--- config.mk ---
export PLATFORM = sky130hd
export DESIGN_NAME = fsr_ctrl
export DESIGN_NICKNAME = d
export VERILOG_FILES = /design/src/fsr_pkg.sv /design/src/fsr_buf.sv /design/src/fsr_ctrl.sv
export SDC_FILE = /design/constraint.sdc
export NUM_CORES = 2
export LEC_CHECK = 0
export ABC_AREA = 1
export BUFFER_PORTS_ARGS = -buffer_cell sky130_fd_sc_hd__buf_4
export CORE_MARGIN = 1
export CORE_UTILIZATION = 57
export DETAILED_ROUTE_END_ITERATION = 6
export PLACE_DENSITY = 0.74
export SYNTH_ARGS = -nofsm -noshare
export SYNTH_HDL_FRONTEND = slang
export SYNTH_SLANG_ARGS = --single-unit
--- constraint.sdc ---
create_clock -name I_CLK -period 6.3 [get_ports I_CLK]
set_input_delay 1.26 -clock I_CLK [delete_from_list [all_inputs] [get_ports I_CLK]]
set_output_delay 1.26 -clock I_CLK [all_outputs]
set_load 0.02 [all_outputs]
--- src/fsr_pkg.sv ---
// shared constants for the floppy sector read controller
package fsr_pkg;

  // host port
  localparam int          FSR_AW       = 1;
  localparam int          FSR_DW       = 16;
  localparam logic [0:0]  FSR_CSR_IDX  = 1'h0;
  localparam logic [0:0]  FSR_DB_IDX   = 1'h1;

  // control/status field positions
  localparam int          FSR_GO_BIT   = 0;
  localparam int          FSR_FN_LSB   = 1;
  localparam int          FSR_UNIT_BIT = 4;
  localparam int          FSR_DONE_BIT = 5;
  localparam int          FSR_IE_BIT   = 6;
  localparam int          FSR_TR_BIT   = 7;
  localparam int          FSR_FM_BIT   = 8;
  localparam int          FSR_ERR_BIT  = 15;

  // commands
  localparam logic [2:0]  FSR_FN_READ  = 3'h3;
  localparam logic [2:0]  FSR_FN_XSTAT = 3'h7;

  // media layout
  localparam logic [7:0]  FSR_TRACKS   = 8'h4D;
  localparam logic [7:0]  FSR_SECTORS  = 8'h1A;
  localparam int          FSR_HDR_BITS = 56;
  localparam int          FSR_CRC_BITS = 16;
  localparam int          FSR_DC_BITS  = 8;
  localparam int          FSR_SEC_BITS = 2048;
  localparam int          FSR_BUF_AW   = 8;
  localparam int          FSR_HDR_TOT  = FSR_HDR_BITS + FSR_CRC_BITS;
  localparam int          FSR_DAT_TOT  = FSR_DC_BITS + FSR_SEC_BITS + FSR_CRC_BITS;
  localparam int          FSR_HDR_TRK  = 64;
  localparam int          FSR_HDR_SEC  = 56;

  // density codes in the data field
  localparam logic [7:0]  FSR_DC_MFM   = 8'hA5;
  localparam logic [7:0]  FSR_DC_FM    = 8'h5A;

  // crc
  localparam logic [15:0] FSR_CRC_INIT = 16'hFFFF;
  localparam logic [15:0] FSR_CRC_POLY = 16'h1021;

  // error codes in extended status word 1
  localparam logic [7:0]  FSR_EC_NONE  = 8'h00;
  localparam logic [7:0]  FSR_EC_HCRC  = 8'h01;
  localparam logic [7:0]  FSR_EC_ADDR  = 8'h02;
  localparam logic [7:0]  FSR_EC_TRK   = 8'h03;
  localparam logic [7:0]  FSR_EC_NFND  = 8'h04;
  localparam logic [7:0]  FSR_EC_DENS  = 8'h05;
  localparam logic [7:0]  FSR_EC_DCRC  = 8'h06;

  // error and status register bits
  localparam int          FSR_ES_DCRC  = 0;
  localparam int          FSR_ES_HCRC  = 1;
  localparam int          FSR_ES_DENS  = 2;

  // timing
  localparam int          FSR_CLK_NS   = 4;
  localparam int          FSR_T_STEP_MS = 6;
  localparam int          FSR_STEP_CYC = (FSR_T_STEP_MS * 1000000 + FSR_CLK_NS - 1) / FSR_CLK_NS;
  localparam int          FSR_HUNT_MAX = 2 * 26;

  typedef enum logic [3:0] {
    S_IDLE, S_REQ_SEC, S_REQ_TRK, S_SEEK, S_STEP_WAIT, S_HUNT,
    S_HDR, S_DWAIT, S_DATA, S_REQ_BA, S_XSTAT
  } fsr_state_t;

endpackage

--- src/fsr_buf.sv ---
// sector buffer memory, one write port and one registered read port
`timescale 1ns/1ns
module fsr_buf #(
  parameter int AW = 8,
  parameter int DW = 8
) (
  input  wire logic          i_clk,
  input  wire logic          i_we,
  input  wire logic [AW-1:0] i_waddr,
  input  wire logic [DW-1:0] i_wdata,
  input  wire logic [AW-1:0] i_raddr,
  output logic      [DW-1:0] o_rdata
);

  logic [DW-1:0] mem [0:(1<<AW)-1];

  always_ff @(posedge i_clk) begin
    if (i_we) begin
      mem[i_waddr] <= i_wdata;
    end
    o_rdata <= mem[i_raddr];
  end

endmodule

--- src/fsr_ctrl.sv ---
// floppy sector read controller: host registers, seek, header hunt, sector read
`timescale 1ns/1ns
module fsr_ctrl
  import fsr_pkg::*;
#(
  parameter int unsigned STEP_CYC = FSR_STEP_CYC,
  parameter int unsigned HUNT_MAX = FSR_HUNT_MAX
) (
  input  wire logic                       I_CLK,
  input  wire logic                       I_RST_N,
  input  wire logic [fsr_pkg::FSR_AW-1:0] I_ADDR,
  input  wire logic [fsr_pkg::FSR_DW-1:0] I_WDATA,
  input  wire logic                       I_WR,
  input  wire logic                       I_RD,
  output logic      [fsr_pkg::FSR_DW-1:0] O_RDATA,
  input  wire logic                       I_BIT,
  input  wire logic                       I_BIT_VLD,
  input  wire logic                       I_HDR_MARK,
  input  wire logic                       I_DATA_MARK,
  output logic                            O_STEP,
  output logic                            O_STEP_IN,
  output logic                            O_UNIT,
  output logic                            O_MFM,
  output logic                            O_WR_GATE,
  output logic                            O_IRQ,
  output logic                            O_MEM_WE,
  output logic      [fsr_pkg::FSR_DW-1:0] O_MEM_ADDR,
  output logic      [fsr_pkg::FSR_DW-1:0] O_MEM_WDATA,
  input  wire logic [fsr_pkg::FSR_BUF_AW-1:0] I_BUF_RADDR,
  output logic      [7:0]                 O_BUF_RDATA
);
  import fsr_pkg::*;

  ////////////////////////////////////////////////////////////////////////////
  function automatic logic [15:0] crc_step(input logic [15:0] c, input logic b);
    crc_step = {c[14:0], 1'b0} ^ ((c[15] ^ b) ? FSR_CRC_POLY : 16'h0000);
  endfunction

  fsr_state_t        state_reg;
  logic [2:0]        fn_reg;
  logic              ie_reg;
  logic              fm_reg;
  logic              unit_reg;
  logic              tr_reg;
  logic              done_reg;
  logic              err_reg;
  logic [7:0]        sec_reg;
  logic [7:0]        trk_reg;
  logic [7:0]        cur_trk_reg;
  logic [20:0]       wait_cnt_reg;
  logic [11:0]       bit_cnt_reg;
  logic [7:0]        hunt_cnt_reg;
  logic [71:0]       sh_reg;
  logic [15:0]       crc_reg;
  logic [7:0]        ec_reg;
  logic [2:0]        es_reg;
  logic [7:0]        dc_reg;
  logic [7:0]        byte_reg;
  logic              buf_we_reg;
  logic [7:0]        buf_waddr_reg;
  logic [FSR_DW-1:0] ba_reg;
  logic [2:0]        xw_reg;
  logic              step_reg;
  logic              dir_reg;
  logic [FSR_DW-1:0] rdata_reg;
  logic              mem_we_reg;
  logic [FSR_DW-1:0] mem_addr_reg;
  logic [FSR_DW-1:0] mem_wdata_reg;

  logic              csr_wr;
  logic              db_wr;
  logic              go;
  logic [71:0]       sh_next;
  logic [15:0]       crc_next;
  logic [7:0]        exp_dc;

  assign csr_wr   = I_WR && (I_ADDR == FSR_CSR_IDX);
  assign db_wr    = I_WR && (I_ADDR == FSR_DB_IDX);
  assign go       = csr_wr && I_WDATA[FSR_GO_BIT] && (state_reg == S_IDLE);
  assign sh_next  = {sh_reg[70:0], I_BIT};
  assign crc_next = crc_step(crc_reg, I_BIT);
  assign exp_dc   = fm_reg ? FSR_DC_FM : FSR_DC_MFM;

  ////////////////////////////////////////////////////////////////////////////
  // software-owned control bits; function, unit and density only change
  // while idle so a running read never switches mid-sector
  always_ff @(posedge I_CLK) begin
    if (!I_RST_N) begin
      ie_reg   <= 1'b0;
      fm_reg   <= 1'b0;
      unit_reg <= 1'b0;
      fn_reg   <= 3'h0;
    end else if (csr_wr) begin
      ie_reg <= I_WDATA[FSR_IE_BIT];
      if (state_reg == S_IDLE) begin
        fm_reg   <= I_WDATA[FSR_FM_BIT];
        unit_reg <= I_WDATA[FSR_UNIT_BIT];
        fn_reg   <= I_WDATA[FSR_FN_LSB +: 3];
      end
    end
  end

  ////////////////////////////////////////////////////////////////////////////
  // host read port, data one cycle after the strobe
  always_ff @(posedge I_CLK) begin
    if (!I_RST_N) begin
      rdata_reg <= 16'h0000;
    end else if (I_RD) begin
      if (I_ADDR == FSR_CSR_IDX) begin
        rdata_reg                <= 16'h0000;
        rdata_reg[FSR_FN_LSB+:3] <= fn_reg;
        rdata_reg[FSR_UNIT_BIT]  <= unit_reg;
        rdata_reg[FSR_DONE_BIT]  <= done_reg;
        rdata_reg[FSR_IE_BIT]    <= ie_reg;
        rdata_reg[FSR_TR_BIT]    <= tr_reg;
        rdata_reg[FSR_FM_BIT]    <= fm_reg;
        rdata_reg[FSR_ERR_BIT]   <= err_reg;
      end else begin
        rdata_reg <= {13'h0000, es_reg};
      end
    end else begin
      rdata_reg <= 16'h0000;
    end
  end

  ////////////////////////////////////////////////////////////////////////////
  // command sequencer
  always_ff @(posedge I_CLK) begin
    if (!I_RST_N) begin
      state_reg     <= S_IDLE;
      tr_reg        <= 1'b0;
      done_reg      <= 1'b1;
      err_reg       <= 1'b0;
      sec_reg       <= 8'h00;
      trk_reg       <= 8'h00;
      cur_trk_reg   <= 8'h00;
      wait_cnt_reg  <= 21'h000000;
      bit_cnt_reg   <= 12'h000;
      hunt_cnt_reg  <= 8'h00;
      sh_reg        <= 72'h0;
      crc_reg       <= FSR_CRC_INIT;
      ec_reg        <= FSR_EC_NONE;
      es_reg        <= 3'h0;
      dc_reg        <= 8'h00;
      byte_reg      <= 8'h00;
      buf_we_reg    <= 1'b0;
      buf_waddr_reg <= 8'h00;
      ba_reg        <= 16'h0000;
      xw_reg        <= 3'h0;
      step_reg      <= 1'b0;
      dir_reg       <= 1'b0;
      mem_we_reg    <= 1'b0;
      mem_addr_reg  <= 16'h0000;
      mem_wdata_reg <= 16'h0000;
    end else begin
      step_reg   <= 1'b0;
      buf_we_reg <= 1'b0;
      mem_we_reg <= 1'b0;
      unique case (state_reg)
        S_IDLE: begin
          if (go) begin
            done_reg <= 1'b0;
            err_reg  <= 1'b0;
            if (I_WDATA[FSR_FN_LSB +: 3] == FSR_FN_READ) begin
              tr_reg    <= 1'b1;
              ec_reg    <= FSR_EC_NONE;
              es_reg    <= 3'h0;
              state_reg <= S_REQ_SEC;
            end else if (I_WDATA[FSR_FN_LSB +: 3] == FSR_FN_XSTAT) begin
              tr_reg    <= 1'b1;
              state_reg <= S_REQ_BA;
            end else begin
              done_reg <= 1'b1;
            end
          end
        end
        S_REQ_SEC: begin
          if (db_wr) begin
            sec_reg   <= I_WDATA[7:0];
            tr_reg    <= 1'b0;
            state_reg <= S_REQ_TRK;
          end
        end
        S_REQ_TRK: begin
          if (!tr_reg) begin
            tr_reg <= 1'b1;
          end else if (db_wr) begin
            trk_reg <= I_WDATA[7:0];
            tr_reg  <= 1'b0;
            if (I_WDATA[15:0] >= {8'h00, FSR_TRACKS} || sec_reg == 8'h00 ||
                sec_reg > FSR_SECTORS) begin
              ec_reg    <= FSR_EC_ADDR;
              err_reg   <= 1'b1;
              state_reg <= S_IDLE;
            end else begin
              state_reg <= S_SEEK;
            end
          end
        end
        S_SEEK: begin
          if (cur_trk_reg == trk_reg) begin
            hunt_cnt_reg <= 8'h00;
            state_reg    <= S_HUNT;
          end else begin
            step_reg     <= 1'b1;
            dir_reg      <= (trk_reg > cur_trk_reg);
            cur_trk_reg  <= (trk_reg > cur_trk_reg) ? cur_trk_reg + 8'h01
                                                    : cur_trk_reg - 8'h01;
            wait_cnt_reg <= 21'h000000;
            state_reg    <= S_STEP_WAIT;
          end
        end
        S_STEP_WAIT: begin
          // the head must settle one step time before the next move
          wait_cnt_reg <= wait_cnt_reg + 21'h000001;
          if (wait_cnt_reg == 21'(STEP_CYC - 1)) begin
            state_reg <= S_SEEK;
          end
        end
        S_HUNT: begin
          if (I_HDR_MARK) begin
            bit_cnt_reg <= 12'h000;
            crc_reg     <= FSR_CRC_INIT;
            state_reg   <= S_HDR;
          end
        end
        S_HDR: begin
          if (I_BIT_VLD) begin
            sh_reg      <= sh_next;
            bit_cnt_reg <= bit_cnt_reg + 12'h001;
            if (bit_cnt_reg < 12'(FSR_HDR_BITS)) begin
              crc_reg <= crc_next;
            end
            if (bit_cnt_reg == 12'(FSR_HDR_TOT - 1)) begin
              if (sh_next[15:0] != crc_reg) begin
                ec_reg    <= FSR_EC_HCRC;
                es_reg[FSR_ES_HCRC] <= 1'b1;
                err_reg   <= 1'b1;
                state_reg <= S_IDLE;
              end else if (sh_next[FSR_HDR_TRK +: 8] != trk_reg) begin
                ec_reg    <= FSR_EC_TRK;
                err_reg   <= 1'b1;
                state_reg <= S_IDLE;
              end else if (sh_next[FSR_HDR_SEC +: 8] == sec_reg) begin
                state_reg <= S_DWAIT;
              end else if (hunt_cnt_reg == 8'(HUNT_MAX - 1)) begin
                // two turns without a match: give up rather than spin
                ec_reg    <= FSR_EC_NFND;
                err_reg   <= 1'b1;
                state_reg <= S_IDLE;
              end else begin
                hunt_cnt_reg <= hunt_cnt_reg + 8'h01;
                state_reg    <= S_HUNT;
              end
            end
          end
        end
        S_DWAIT: begin
          if (I_DATA_MARK) begin
            bit_cnt_reg   <= 12'h000;
            buf_waddr_reg <= 8'hFF;
            crc_reg       <= FSR_CRC_INIT;
            state_reg     <= S_DATA;
          end
        end
        S_DATA: begin
          if (I_BIT_VLD) begin
            sh_reg      <= sh_next;
            bit_cnt_reg <= bit_cnt_reg + 12'h001;
            if (bit_cnt_reg < 12'(FSR_DC_BITS + FSR_SEC_BITS)) begin
              crc_reg <= crc_next;
            end
            if (bit_cnt_reg < 12'(FSR_DC_BITS)) begin
              dc_reg <= sh_next[7:0];
            end else if (bit_cnt_reg < 12'(FSR_DC_BITS + FSR_SEC_BITS)) begin
              byte_reg <= sh_next[7:0];
              if (bit_cnt_reg[2:0] == 3'h7) begin
                buf_we_reg    <= 1'b1;
                buf_waddr_reg <= buf_waddr_reg + 8'h01;
              end
            end
            if (bit_cnt_reg == 12'(FSR_DAT_TOT - 1)) begin
              state_reg <= S_IDLE;
              if (sh_next[15:0] != crc_reg) begin
                es_reg[FSR_ES_DCRC] <= 1'b1;
                ec_reg  <= FSR_EC_DCRC;
                err_reg <= 1'b1;
              end else if (dc_reg != exp_dc) begin
                es_reg[FSR_ES_DENS] <= 1'b1;
                ec_reg  <= FSR_EC_DENS;
                err_reg <= 1'b1;
              end else begin
                done_reg <= 1'b1;
              end
            end
          end
        end
        S_REQ_BA: begin
          if (db_wr) begin
            ba_reg    <= I_WDATA;
            tr_reg    <= 1'b0;
            xw_reg    <= 3'h0;
            state_reg <= S_XSTAT;
          end
        end
        S_XSTAT: begin
          if (xw_reg == 3'h4) begin
            done_reg  <= 1'b1;
            state_reg <= S_IDLE;
          end else begin
            mem_we_reg   <= 1'b1;
            mem_addr_reg <= ba_reg + {12'h000, xw_reg[1:0], 1'b0, 1'b0} -
                            {13'h0000, xw_reg[1:0], 1'b0};
            unique case (xw_reg[1:0])
              2'h0:    mem_wdata_reg <= {8'h00, ec_reg};
              2'h1:    mem_wdata_reg <= {trk_reg, sec_reg};
              2'h2:    mem_wdata_reg <= {cur_trk_reg, dc_reg};
              default: mem_wdata_reg <= {fm_reg, unit_reg, 11'h000, es_reg};
            endcase
            xw_reg <= xw_reg + 3'h1;
          end
        end
        default: state_reg <= S_IDLE;
      endcase
    end
  end

  ////////////////////////////////////////////////////////////////////////////
  fsr_buf #(
    .AW (FSR_BUF_AW),
    .DW (8)
  ) u_buf (
    .i_clk   (I_CLK),
    .i_we    (buf_we_reg),
    .i_waddr (buf_waddr_reg),
    .i_wdata (byte_reg),
    .i_raddr (I_BUF_RADDR),
    .o_rdata (O_BUF_RDATA)
  );

  assign O_RDATA     = rdata_reg;
  assign O_STEP      = step_reg;
  assign O_STEP_IN   = dir_reg;
  assign O_UNIT      = unit_reg;
  assign O_MFM       = !fm_reg;
  assign O_WR_GATE   = 1'b0;
  assign O_IRQ       = ie_reg && (err_reg || done_reg);
  assign O_MEM_WE    = mem_we_reg;
  assign O_MEM_ADDR  = mem_addr_reg;
  assign O_MEM_WDATA = mem_wdata_reg;

endmodule

# Word level (Yosys, flattened, before mapping)
# Memories as Yosys holds them, arrays and structs flattened. A register that Yosys moved wholly into a read port is not among the register bits.
# Cells that the tools add are included.
# W data, S select, Z words.
# word_totals
reg_bits	271
latchBits	0
ram_bits	2048
mem_bits_ro	0
output_inout_bits	63
mem_count	1
# mem_list
memory	words	width	read_ports	rd_ports_with_merged_regs	wr	line	source
u_buf.mem	256	8	1	1	1	fsr_buf.sv:15	logic [DW-1:0] mem [0:(1<<AW)-1];
# op_classes
n_addsub	9
mul	0
div_mod_pow	0
order_cmp	6
n_eq_ne	62
shift	0
muxes	122
bitwise_logic	11
reduce_logical	54
# op_table
operator	count
$mux W8	29
$mux W16	6
$mux W4	18
$pmux W16 S4	1
$ne A2 B2 Y1 const B	30
$pmux W16 S3	1
$pmux W4 S11	1
$mux W1	42
$pmux W21 S2	1
$mux W12	3
$pmux W12 S3	1
$pmux W8 S2	2
$pmux W8 S4	1
$add A8 B1 Y8 const B	3
$add A21 B1 Y21 const B	1
$eq A21 B21 Y1 const B	1
$mux W21	1
$reduce_and A7 Y1	3
$reduce_and A2 Y1	10
$mux W3	6
$reduce_and A6 Y1	3
$add A16 B4 Y16	1
$eq A4 B3 Y1 const B	4
$eq A8 B8 Y1	2
53 further kinds	93

# Longest topological paths before layout
# logic_depth
depth_word	8
ltp_mapped	17
ltp_nobuf	17

# Cells and area by module
# From an unflattened synthesis, not the netlist that was laid out.
# unflattened
hier_cells	8778
area_unflattened_um2	96183.5
# by_module_without_submodules
mod	n_inst	cells_each	area_each_um2	seq_area_each_um2
fsr_buf	1	7003	83396.2	61659.1
fsr_ctrl	1	1775	12787.3	5205.0

# Worst setup path after synthesis
# Ideal clock, no wire load.
# synth_path
kind	reg-to-reg
from	register byte_reg[2]
to	memory u_buf.mem[0][2] (data pin)
setup_ns	0.856
arrival_time_ns	3.397
required_ns	5.444
setup_slack_ns	2.047
path_stages_with_launch	1
cell_sequence	dfxtp_1
# synth_rtl
item	line	source
start, declared	fsr_ctrl.sv:58	logic [7:0] byte_reg;
start signal, assigned	fsr_ctrl.sv:276	byte_reg <= sh_next[7:0];
end, declared	fsr_buf.sv:15	
# Straight into the memory's write port.

==> qor.yml <==
run_status: "finished with violations"
violations: "design-rule violations"
post_synth_num_cell_types: 53
number_of_flops_mapped_to_enable_cells_by_yosys: 2048
timing.critical_path.slowest_stage_cell: "sky130_fd_sc_hd__inv_8"
critPathBufInv: 3
post_synth_instance_area_mm2: 0.0958
async_flop_share_pct: 0
cts.repair_timing.setup_buffer_count: 0
synth_simple_gate_area_share_pct: 23.0
ys_seq_elements: 2316
grt.total_usage_pct: 29.0
wirelength_um: 249000
cts_htree_levels: 4
synth_flop_type: "sky130_fd_sc_hd__edfxtp_1"
filler_cell_count: 12500
grt_max_degree: 209
power.density_mw_per_mm2: 306
die-area_mm2: 0.170
multiInputGateArea_mm2: 0.0256
root_buffer_cell: "sky130_fd_sc_hd__clkbuf_16"
cts_resized: 0
achievable-frequency_mhz: 266
cp_startpoint_kind: "input pin"
area_delta_synth_final_pct: 9.42
worst-endpoint-arrival_ns: 4.57
slew_headroom_pct: 19.6
dp_cells: 10600
chipWidth_um: 412
internal_power_w: 0.0247
drtAntennaViolNets: 0
route.detailed.drc: 1
cp_top_family: "buffers and inverters"
detailedRoute.firstIterationViolations: 9196
post_drt_wl_per_cell_um: 22.6
slew_violations: 0
switching_share_pct: 23.0
rr_worst_depth: 10
synth_xor_xnor_area_share_pct: 0.503
final.period_utilization_pct: 59.7
synth_area_per_cell_um2: 10.9
largest_reg_flops: 2048
unrepaired_setup_endpoints_after_global_routing: "no"
power.leakage_nw: 39.0
critical_path.most_common_cell: "sky130_fd_sc_hd__nand3_1"
power_switching_w: 0.00739
synth.area.mux_share_pct: 0
grt_remaining_overflow: 0
dp_hpwl_um: 140000
dominant_combinational_cell_family_by_area_after_synthesis: "simple AND/OR/NAND/NOR gates"
finalHoldViolations: 0
synth.yosys.seq_area_share_pct: 69.8
worst_r2r_endpoint: "sh_reg[10]"
worst-slew-pin-transition_ns: 1.21
total_negative_setup_slacks_ns: 0
dr_total_vias: 66900
max_stage_delay_ns: 0.68
synthesized_area_fraction_occupied_by_ao_oa_aoi_and_oai_cells_pct: 2.47
hold_buffers: 0
gp_congestion: 0.914
adder_cell_share_of_the_synthesized_area_pct: 0.624
initial_antenna_violation_count: 7
cap_violations: 0
worst_skew_pair.late_latency_ns: 0.88
timing.hold.worst_path_depth: 2
sequential_cell_area_mm2: 0.0669
firstDrtPassIters: 7
ratio_of_cells_with_drive_above_1_in_the_final_layout_pct: 6.07
seqPwrFrac_pct: 52.3
wire_length_of_the_first_global_routing_pass_um: 375000
via_count_of_the_first_global_routing_pass: 63500
clk_pin_slew_ns: 0.06
share_of_power_burned_in_the_clock_network_pct: 40.8
crit_fanout: 166
comb_power_share_pct: 6.9
layout.core_utilization_pct: 62.7
timing.reg2reg.setup_slack_ns: 2.95
count_of_buffers_inserted_at_the_top_level_ports: 88
start_util_pct: 57.3
tritoncts: "yes"
detail_route.vias_per_cell: 6.09
max-clock-path-buffers: 3
timing.critical_path.required_ns: 7.11
vdd_drop_max_mv: 0.340
placement_row_count: 150
clkSinkCount: 2316
timing.critical_path.from: "I_BUF_RADDR[0]"
min_from: "ba_reg[3]"
skew_ns: 0.0416
criticalPathCategory: "input pin to flip-flop"
whs_endpoint: "ba_reg[3]"
fp.dieH_um: 412
synth-warning-count: 0
num-nets-final: 8681
report.final.setup_viol: 0
cts_buf_count: 222
ioPinCount: 96
syn_inst: 8765
min-delay-path-class: "flip-flop to flip-flop"
final_cells: 11000
timing.critical_path.to_type: "flip-flop"
post-route-min-period_ns: 3.76
placeableCoreArea_mm2: 0.167
crit_chain: "buf_8, inv_8, buf_12, nand2_1, nand3_1, nand3_1, nand3_1, nand3_1, nand3_1, nand3_1, nand2_1, nand2_1, nand2_1"
critical_path.reg2reg.startpoint: "state_reg[0]"
-- layout make-up --
type                       instances  share of cell area (%)
multi-input combinational       5669                    24.4
inverter                         221                   0.821
antenna                            4                 0.00955
clock inverter                   118                    1.10
sequential                      2316                    63.8
tap                             2204                    2.63
timing repair buffer             172                    1.56
clock buffer                     285                    5.66
-- through the flow --
stage	setup WS, ns	hold slack (ns)	instance area [µm²]	power, W
after floorplan	2.05	0.416	95800	0.0186
after CTS	2.71	0.461	105000	0.0321
final	2.54	0.464	105000	0.0321
after global placement	1.85	0.447	97700	0.0192
after global routing	2.48	0.488	105000	0.0329
after detailed placement	1.83	0.453	97700	0.0193
-- placed cells by master, fill, tap and decap left out, types with 38 or more instances in the layout --
| cell type | netlist | layout |
|---|---|---|
| sky130_fd_sc_hd__nand3_1 | 2107 | 2107 |
| sky130_fd_sc_hd__edfxtp_1 | 2048 | 2048 |
| sky130_fd_sc_hd__a21oi_1 | 170 | 170 |
| sky130_fd_sc_hd__clkbuf_1 | 198 | 53 |
| sky130_fd_sc_hd__nor2_1 | 536 | 536 |
| sky130_fd_sc_hd__clkinv_1 | 2 | 47 |
| sky130_fd_sc_hd__clkbuf_16 | 0 | 226 |
| sky130_fd_sc_hd__o21ai_0 | 205 | 205 |
| sky130_fd_sc_hd__buf_4 | 13 | 143 |
| sky130_fd_sc_hd__nand2_1 | 2394 | 2394 |
| sky130_fd_sc_hd__inv_1 | 206 | 201 |
| sky130_fd_sc_hd__xnor2_1 | 38 | 38 |
| sky130_fd_sc_hd__dfxtp_1 | 268 | 260 |
| sky130_fd_sc_hd__ha_1 | 43 | 43 |
-- cells by family after synthesis --
family                   count (synthesis)
flip-flops                            2316
adder cells (fa/ha/maj)                 46
other                                    1
AND/OR/NAND/NOR                       5120
XOR/XNOR                                55
AO/OA/AOI/OAI                          441
buffers and inverters                  786
-- tightest hold or removal path, stage by stage (launching register included) --
cell and delay, ns:
sky130_fd_sc_hd__dfxtp_1 0.29, sky130_fd_sc_hd__inv_1 0.07, sky130_fd_sc_hd__a21oi_1 0.06
-- worst max-delay path by stage --
stage               cells after the start  slack (ns)                to
detailed placement                     13        1.83  u_buf.o_rdata[0]
finish                                 13        2.54  u_buf.o_rdata[2]
global placement                       13        1.85  u_buf.o_rdata[0]
CTS                                    13        2.71  u_buf.o_rdata[2]
floorplan                               0        2.05   u_buf.mem[0][2]
global route                           13        2.48  u_buf.o_rdata[5]
-- power groups by stage --
| stage | Clock [W] | Sequential [W] | Combinational (W) |
|---|---|---|---|
| after floorplan | 0 | 0.0171 | 0.00157 |
| after global placement | 0 | 0.0171 | 0.00214 |
| after detailed placement | 0 | 0.0171 | 0.00218 |
| after CTS | 0.0132 | 0.0168 | 0.00219 |
| after global routing | 0.0137 | 0.0168 | 0.00244 |
| final | 0.0131 | 0.0168 | 0.00222 |
-- layer usage --
layer / routed length, µm / part of all wire [%] / track usage (%)
met1: 94700 / 38 / 38.8
met2: 118000 / 47 / 46.0
met3: 25700 / 10 / 5.97
met4: 10600 / 4.3 / 12.7
met5: 31 / 0.012 / 0
-- synth_stat cells (all sizes together), types with 19 or more instances --
cell type | n | area (µm²)
nand3 | 2110 | 10600
dfxtp | 268 | 5370
o21ai | 211 | 1070
nor2 | 546 | 2090
nand4 | 19 | 125
edfxtp | 2048 | 61500
buf | 367 | 1810
ha | 43 | 538
nand2 | 2399 | 9020
inv | 217 | 815
clkbuf | 198 | 743
nor3 | 37 | 195
xnor2 | 38 | 333
a21oi | 172 | 868
Note: power is estimated with default switching activity, not from simulation.
